`config.mk`:
```
export PLATFORM = sky130hd
export DESIGN_NAME = protection_vote_logic
export DESIGN_NICKNAME = d
export VERILOG_FILES = /design/src/design/vote_pkg.sv /design/src/design/vote_channel.sv /design/src/design/protection_vote_logic.sv
export SDC_FILE = /design/constraint.sdc
export NUM_CORES = 1
export LEC_CHECK = 0
export BUFFER_PORTS_ARGS = -buffer_cell sky130_fd_sc_hd__buf_2
export CAP_MARGIN = 40
export CORE_MARGIN = 2
export CORE_UTILIZATION = 55
export CTS_BUF_LIST = sky130_fd_sc_hd__clkbuf_4 sky130_fd_sc_hd__clkbuf_8
export DETAILED_ROUTE_END_ITERATION = 8
export PLACE_DENSITY = 0.78
export SLEW_MARGIN = 20
export SYNTH_ARGS = -nofsm -noshare
export SYNTH_HDL_FRONTEND = slang
export SYNTH_HIERARCHICAL = 1
export SYNTH_SLANG_ARGS = --single-unit
```
`constraint.sdc`:
```
create_clock -name mclk -period 5 [get_ports mclk]
set_input_delay 0.75 -clock mclk [delete_from_list [all_inputs] [get_ports mclk]]
set_output_delay 0.75 -clock mclk [all_outputs]
set_load 0.005 [all_outputs]
```
`src/design/vote_pkg.sv`:
```
// Operation
// - sixteen alarm inputs, two vote outputs
// - any-input output active on any low input
// - pair output active on adjacent lows
// - memory records events of eight inputs only
// - all-events store latches each monitored input
// - first-event store keeps only earliest input
// - three identical channels evaluate same inputs
// - channels independent, each own open-collector output
// - single group actuated by low input
// - sixteen group actuated by two lows
// - channel output low when both groups actuated
package vote_pkg;
   localparam int ALARM_COUNT = 16;
   localparam int MEM_COUNT = 8;
   localparam int CHAN_COUNT = 3;
   localparam int SYNC_STAGES = 2;
   localparam logic [15:0] ALARM_RST = 16'hffff;
   localparam logic [7:0] MEM_RST = 8'h00;
   typedef enum logic [1:0] {
      FIRST_IDLE = 2'b01,
      FIRST_HELD = 2'b10
   } first_state_t;
endpackage

```
`src/design/vote_channel.sv`:
```
`timescale 1ns/1ps
// one redundant voting channel; shares no state with its siblings
module vote_channel #(
   parameter int WIDTH = 16
) (
   input wire logic mclk,
   input wire logic rstN,
   input wire logic singleN,
   input wire logic [WIDTH-1:0] groupN,
   output logic tripOe
);
   // a two-or-more group needs at least two inputs
   if (WIDTH < 2) begin : gBadWidth
      $error("vote_channel: group narrower than two inputs");
   end

   // two or more low inputs in the group
   function automatic logic twoOrMore(input logic [WIDTH-1:0] lowBits);
      logic seen;
      logic many;
      seen = 1'b0;
      many = 1'b0;
      for (int i = 0; i < WIDTH; i++) begin
         if (lowBits[i]) begin
            many = many | seen;
            seen = 1'b1;
         end
      end
      return many;
   endfunction

   // registered open-collector enable: pulls the line low when tripped
   always_ff @(posedge mclk or negedge rstN) begin
      if (!rstN) begin
         tripOe <= 1'b0;
      end else begin
         tripOe <= !singleN && twoOrMore(~groupN);
      end
   end

   chk_trip_cause: assert property (@(posedge mclk) disable iff (!rstN)
      tripOe |-> $past(!singleN && twoOrMore(~groupN)))
      else $error("channel tripped without both groups actuated");
   chk_single_gate: assert property (@(posedge mclk) disable iff (!rstN)
      singleN |=> !tripOe)
      else $error("channel tripped with single group idle");
endmodule

```
`src/design/protection_vote_logic.sv`:
```
`timescale 1ns/1ps
// sixteen-input vote, event memory on the low eight, triple-redundant trip
module protection_vote_logic #(
   parameter int ALARMS = vote_pkg::ALARM_COUNT,
   parameter int MEMS = vote_pkg::MEM_COUNT,
   parameter int CHANS = vote_pkg::CHAN_COUNT
) (
   input wire logic mclk,
   input wire logic nrst,
   input wire logic [ALARMS-1:0] alarmN,
   input wire logic singleAlarmN,
   input wire logic memClear,
   output logic anyTripN_r,
   output logic pairTripN_r,
   output logic [MEMS-1:0] allEventStore_r,
   output logic [MEMS-1:0] first_event_store,
   output logic [CHANS-1:0] redundant_trip_outputs
);
   // a pair needs two inputs, and the memory must sit inside the alarm inputs
   if (ALARMS < 2 || MEMS < 1 || MEMS > ALARMS || CHANS < 1) begin : gBadParams
      $error("protection_vote_logic: unsupported parameters");
   end

   // lowest set bit; serves both the first-event pick and its check
   function automatic logic [MEMS-1:0] lowestOne(input logic [MEMS-1:0] vec);
      return vec & (~vec + MEMS'(1));
   endfunction

   logic [1:0] rstSync_r;
   logic rstN;
   logic [ALARMS-1:0] alarmMeta_r;
   logic [ALARMS-1:0] alarmSync_r;
   logic singleMeta_r;
   logic singleSync_r;
   logic clearMeta_r;
   logic clearSync_r;
   vote_pkg::first_state_t firstState_r;
   logic [MEMS-1:0] firstStore_r;
   logic [ALARMS-2:0] pairLow;
   logic [MEMS-1:0] lowMon;
   logic [MEMS-1:0] firstPick;

   // reset release through two flops; assertion stays asynchronous
   always_ff @(posedge mclk or negedge nrst) begin
      if (!nrst) begin
         rstSync_r <= 2'b00;
      end else begin
         rstSync_r <= {rstSync_r[0], 1'b1};
      end
   end
   assign rstN = rstSync_r[1];

   // alarm synchronisers; idle high so the release of reset shows no false alarm
   always_ff @(posedge mclk or negedge rstN) begin
      if (!rstN) begin
         alarmMeta_r <= '1;
         alarmSync_r <= '1;
      end else begin
         alarmMeta_r <= alarmN;
         alarmSync_r <= alarmMeta_r;
      end
   end

   // single-group synchroniser; the first stage feeds only the second
   always_ff @(posedge mclk or negedge rstN) begin
      if (!rstN) begin
         singleMeta_r <= 1'b1;
         singleSync_r <= 1'b1;
      end else begin
         singleMeta_r <= singleAlarmN;
         singleSync_r <= singleMeta_r;
      end
   end

   // clear synchroniser; idle low so leaving reset never looks like a clear
   always_ff @(posedge mclk or negedge rstN) begin
      if (!rstN) begin
         clearMeta_r <= 1'b0;
         clearSync_r <= 1'b0;
      end else begin
         clearMeta_r <= memClear;
         clearSync_r <= clearMeta_r;
      end
   end

   // adjacent low pairs 1-2 .. 15-16
   genvar g;
   generate
      for (g = 0; g < ALARMS - 1; g++) begin : gPair
         assign pairLow[g] = !alarmSync_r[g] && !alarmSync_r[g+1];
      end
   endgenerate

   // any-input vote, active low, registered
   always_ff @(posedge mclk or negedge rstN) begin
      if (!rstN) begin
         anyTripN_r <= 1'b1;
      end else begin
         anyTripN_r <= &alarmSync_r;
      end
   end

   // pair vote; a lone faulty input stays quiet, which is why it exists
   always_ff @(posedge mclk or negedge rstN) begin
      if (!rstN) begin
         pairTripN_r <= 1'b1;
      end else begin
         pairTripN_r <= !(|pairLow);
      end
   end

   // only the low eight inputs are remembered
   assign lowMon = ~alarmSync_r[MEMS-1:0];
   // lowest index wins if several arrive in one cycle
   assign firstPick = lowestOne(lowMon);

   // all-events store; a new event beats a clear in the same cycle
   always_ff @(posedge mclk or negedge rstN) begin
      if (!rstN) begin
         allEventStore_r <= MEMS'(vote_pkg::MEM_RST);
      end else if (clearSync_r) begin
         allEventStore_r <= lowMon;
      end else begin
         allEventStore_r <= allEventStore_r | lowMon;
      end
   end

   // first-event store holds one bit until cleared
   always_ff @(posedge mclk or negedge rstN) begin
      if (!rstN) begin
         firstState_r <= vote_pkg::FIRST_IDLE;
         firstStore_r <= MEMS'(vote_pkg::MEM_RST);
      end else begin
         case (firstState_r)
            vote_pkg::FIRST_IDLE: begin
               if (|lowMon) begin
                  firstStore_r <= firstPick;
                  firstState_r <= vote_pkg::FIRST_HELD;
               end
            end
            vote_pkg::FIRST_HELD: begin
               if (clearSync_r) begin
                  firstStore_r <= |lowMon ? firstPick : MEMS'(vote_pkg::MEM_RST);
                  firstState_r <= |lowMon ? vote_pkg::FIRST_HELD : vote_pkg::FIRST_IDLE;
               end
            end
            // an illegal state drops the record rather than guess at it
            default: begin
               firstState_r <= vote_pkg::FIRST_IDLE;
               firstStore_r <= MEMS'(vote_pkg::MEM_RST);
            end
         endcase
      end
   end
   assign first_event_store = firstStore_r;

   // three independent channels on the same synchronised inputs
   generate
      for (g = 0; g < CHANS; g++) begin : gChan
         vote_channel #(.WIDTH(ALARMS)) uChan (
            .mclk(mclk),
            .rstN(rstN),
            .singleN(singleSync_r),
            .groupN(alarmSync_r),
            .tripOe(redundant_trip_outputs[g])
         );
      end
   endgenerate

   // vote output checks
   chk_any_vote: assert property (@(posedge mclk) disable iff (!rstN)
      !anyTripN_r == $past(!(&alarmSync_r)))
      else $error("any-input output wrong");
   chk_pair_vote: assert property (@(posedge mclk) disable iff (!rstN)
      !pairTripN_r |-> $past(|pairLow))
      else $error("pair output without adjacent lows");
   chk_pair_fire: assert property (@(posedge mclk) disable iff (!rstN)
      |pairLow |=> !pairTripN_r)
      else $error("adjacent lows did not raise the pair output");

   // event memory and channel agreement checks
   chk_all_hold: assert property (@(posedge mclk) disable iff (!rstN)
      !clearSync_r |=> (allEventStore_r & $past(allEventStore_r)) == $past(allEventStore_r))
      else $error("all-events bit lost without clear");
   chk_first_onehot: assert property (@(posedge mclk) disable iff (!rstN)
      $onehot0(firstStore_r))
      else $error("first-event store holds more than one bit");
   chk_first_keep: assert property (@(posedge mclk) disable iff (!rstN)
      (firstState_r == vote_pkg::FIRST_HELD && !clearSync_r) |=> $stable(firstStore_r))
      else $error("first-event store changed without clear");
   chk_chan_agree: assert property (@(posedge mclk) disable iff (!rstN)
      (&redundant_trip_outputs) || !(|redundant_trip_outputs))
      else $error("redundant channels disagree");
   chk_mem_upper: assert property (@(posedge mclk) disable iff (!rstN)
      (alarmSync_r[MEMS-1:0] == '1 && clearSync_r) |=> allEventStore_r == '0)
      else $error("store kept bits after clear with monitored inputs idle");
   chk_all_gain: assert property (@(posedge mclk) disable iff (!rstN)
      !clearSync_r |=> (allEventStore_r & ~$past(allEventStore_r) & ~$past(lowMon)) == '0)
      else $error("all-events bit set without its monitored input low");
   chk_all_set: assert property (@(posedge mclk) disable iff (!rstN)
      |lowMon |=> (allEventStore_r & $past(lowMon)) == $past(lowMon))
      else $error("monitored low input not latched");
   chk_first_capture: assert property (@(posedge mclk) disable iff (!rstN)
      (firstState_r == vote_pkg::FIRST_IDLE && |lowMon)
         |=> firstStore_r == lowestOne($past(lowMon)))
      else $error("first-event store missed the earliest input");
   chk_first_subset: assert property (@(posedge mclk) disable iff (!rstN)
      (firstStore_r & ~allEventStore_r) == '0)
      else $error("first-event bit missing from the all-events store");

   // main scenarios

   cov_any: cover property (@(posedge mclk) disable iff (!rstN) $fell(anyTripN_r));
   cov_pair: cover property (@(posedge mclk) disable iff (!rstN) $fell(pairTripN_r));
   cov_first: cover property (@(posedge mclk) disable iff (!rstN)
      firstState_r == vote_pkg::FIRST_HELD && |lowMon && !firstStore_r[0]);
   cov_trip: cover property (@(posedge mclk) disable iff (!rstN) $rose(redundant_trip_outputs[0]));
   cov_clear_set: cover property (@(posedge mclk) disable iff (!rstN) clearSync_r && |lowMon);
endmodule

```
==> impl_metrics.json <==
{
  "synth_edf_count": 0,
  "cts_tree": "built",
  "switching_share": 0.243,
  "fmax_mhz": 539,
  "fp-row-count": 24,
  "slew_violations": 0,
  "worstHoldPathType": "primary input to async pin",
  "timing.hold.ws_ns": 0.183,
  "synth_area_leaders": "dfstp_2 39%, dfrtp_1 24%, o21ai_0 3.6%, a21oi_1 2.4%, maj3_1 2.4%",
  "critPathArrivalTime_ns": 2.05,
  "tightest_slew_ns": 0.531,
  "synth_seq_cells": 61,
  "grt_pass1_wl_mm": 8.09,
  "grt_pass1_vias": 1771,
  "vias": 1840,
  "clock_sinks": 61,
  "fillCellCount": 312,
  "drt-initial-drc-count": 141,
  "status": "completed",
  "async_reset_ff_frac": 1.00,
  "wl_mm": 4.77,
  "peakVddDrop_mv": 0.382,
  "hold_viol_final": 0,
  "cts-htree-levels": 3,
  "io_pins": 41,
  "place_area_um2": 2720,
  "cellInternalPower_uw": 936,
  "clkPwrFrac": 0.428,
  "grt.met2_usage": 0.324,
  "syn_area_um2": 2480,
  "synth_top_area_share": 0.392,
  "max-slew-margin-rel": 0.646,
  "synth-main-ff-cell": "dfstp_2",
  "finalWeightedCongestion": 0.761,
  "power.leakage_uw": 0.00133,
  "powerDensity_nw_per_um2": 416,
  "diodes": 0,
  "finalCritPeriodShare": 0.371,
  "crit_path_end_kind": "flip-flop",
  "grt_use_met1": 0.276,
  "busiest_layer": "met2",
  "cp_data_required_time_ns": 5.19,
  "period_needed_ns": 1.85,
  "switchingPower_uw": 300,
  "synth_top_cell_by_area": "dfstp_2",
  "cts-resized-gates": 0,
  "place_ws_ns": 3.20,
  "syn_inst": 206,
  "cts-root-buf": "clkbuf_8",
  "power_uw": 1240,
  "grt_setup_unrepaired": "no",
  "fin_nets": 277,
  "drive_gt1_frac": 0.381,
  "clk_pin_slew_ns": 0.07,
  "overflow": 0,
  "cts_buffers": 9,
  "start_util": 0.569,
  "finalSetupTns_ns": 0,
  "core_um2": 4350,
  "combPwrFrac": 0.098,
  "clock_skew_ns": 0.00799,
  "hpwl_mm": 3.15,
  "start_kind": "flip-flop",
  "antenna_found_initial": 0,
  "clock_latency_ns": 0.33,
  "first_pass_iters": 4,
  "die_h_um": 71.1,
  "final_cell_mix": "40 x buf_2, 37 x dfstp_2, 23 x dfrtp_1, 18 x o21ai_0, 15 x inv_1",
  "crit_type": "flip-flop to flip-flop",
  "syn_nets": 228,
  "viasPerCell": 5.90,
  "track_usage": 0.209,
  "die_w_um": 71.1,
  "ctsHoldBuffers": 0,
  "routedWlPerCell_um": 15.3,
  "fin_area_um2": 2970,
  "crit_fanout": 17,
  "layout_commonest_cell": "buf_2",
  "dieArea_um2": 5060,
  "grt_util_met3": 0.0684,
  "syn-mean-instance-area_um2": 12.0,
  "post_cts_buffers": 0,
  "ys_warn_count": 6,
  "io_buffers": 40,
  "syn_to_final_growth_pct": 19.8,
  "finalWorstSetupSlack_ns": 3.15,
  "cts_buffer_depth": 2,
  "setup_viol": 0,
  "grt_start_max_net_pins": 36,
  "seqPwrFrac": 0.475,
  "antenna_left": 0,
  "maxCapViolCount": 0,
  "ys_seq_area_frac": 0.635,
  "drcViolationCount": 0,
  "yosysUniqueCellTypes": 35
}
## logic make-up after synthesis
group	share of synthesized area
AO/OA/AOI/OAI	0.158
adder cells (fa/ha/maj)	0.0343
buffers and inverters	0.0338
flip-flops	0.635
multiplexers	0.00404
other	0.00151
AND/OR/NAND/NOR	0.134
## per-stage QoR
stage,utilization,std cells
after floorplan,-,206
after global placement,0.626,296
after detailed placement,0.626,296
after CTS,0.682,312
after global routing,0.682,312
final,0.682,312
## sequential cells by signal, summed over array words and instances, names as in the netlist
signal              cells
clearMeta_r             1
allEventStore_r         8
alarmMeta_r            16
clearSync_r             1
anyTripN_r              1
pairTripN_r             1
singleMeta_r            1
singleSync_r            1
firstState_r            2
first_event_store       8
rstSync_r               2
gChan.uChan/tripOe      3
alarmSync_r            16
## power by group through the flow
stage	Combinational [uW]	Sequential, uW	Clock (uW)
after detailed placement	121	594	0
after global routing	139	594	559
after floorplan	84.7	586	0
after global placement	119	592	0
after CTS	122	587	539
final	121	586	529
## synth_stat cells, types with 3 or more instances
library cell / number
nand4_1: 8
and3_1: 8
dfstp_2: 37
inv_1: 15
o211ai_1: 6
and3_2: 3
a21oi_1: 12
maj3_1: 6
and4_1: 3
a41oi_1: 4
a32o_1: 5
nor2_1: 3
nor3_1: 3
or4_1: 4
o21ai_0: 18
a22o_1: 3
nand2_1: 12
o31ai_1: 3
nand3_1: 10
dfrtp_1: 24
a22oi_1: 3
## final timing paths
path                                start               endpoint  slack [ns]  cells past startpoint
max reg2reg                alarmSync_r[5]  gChan[1].uChan/tripOe        3.15                      4
min reg2reg                  rstSync_r[1]        firstState_r[1]        0.26                      0
max in group asynchronous    rstSync_r[1]         alarmSync_r[7]        3.90                      1
min in group mclk          alarmMeta_r[9]         alarmSync_r[9]        0.36                      0
min                                  nrst           rstSync_r[0]        0.18                      1
max                        alarmSync_r[5]  gChan[1].uChan/tripOe        3.15                      4
## critical path: stages, from the launching register on
cell,delay (ns)
dfstp_2,0.69
nand4_1,0.16
or4_1,0.52
a22oi_1,0.20
a41oi_1,0.13
## metal layers
layer | wire length, um | up-vias
met3 | 248 | 8
li1 | - | 870
met2 | 2380 | 61
met4 | 95 | 0
met1 | 2050 | 901
met5 | 0 | -
## final cells by class
class / count / area [um^2] / share of cell area
Timing Repair Buffer: 41 / 208 / 0.0700
Sequential cell: 61 / 1570 / 0.530
Inverter: 15 / 56.3 / 0.0190
Clock inverter: 7 / 121 / 0.0409
Clock buffer: 9 / 124 / 0.0417
Multi-Input combinational cell: 127 / 821 / 0.276
Tap cell: 52 / 65.1 / 0.0219
Note: power is estimated with default switching activity, not from simulation.
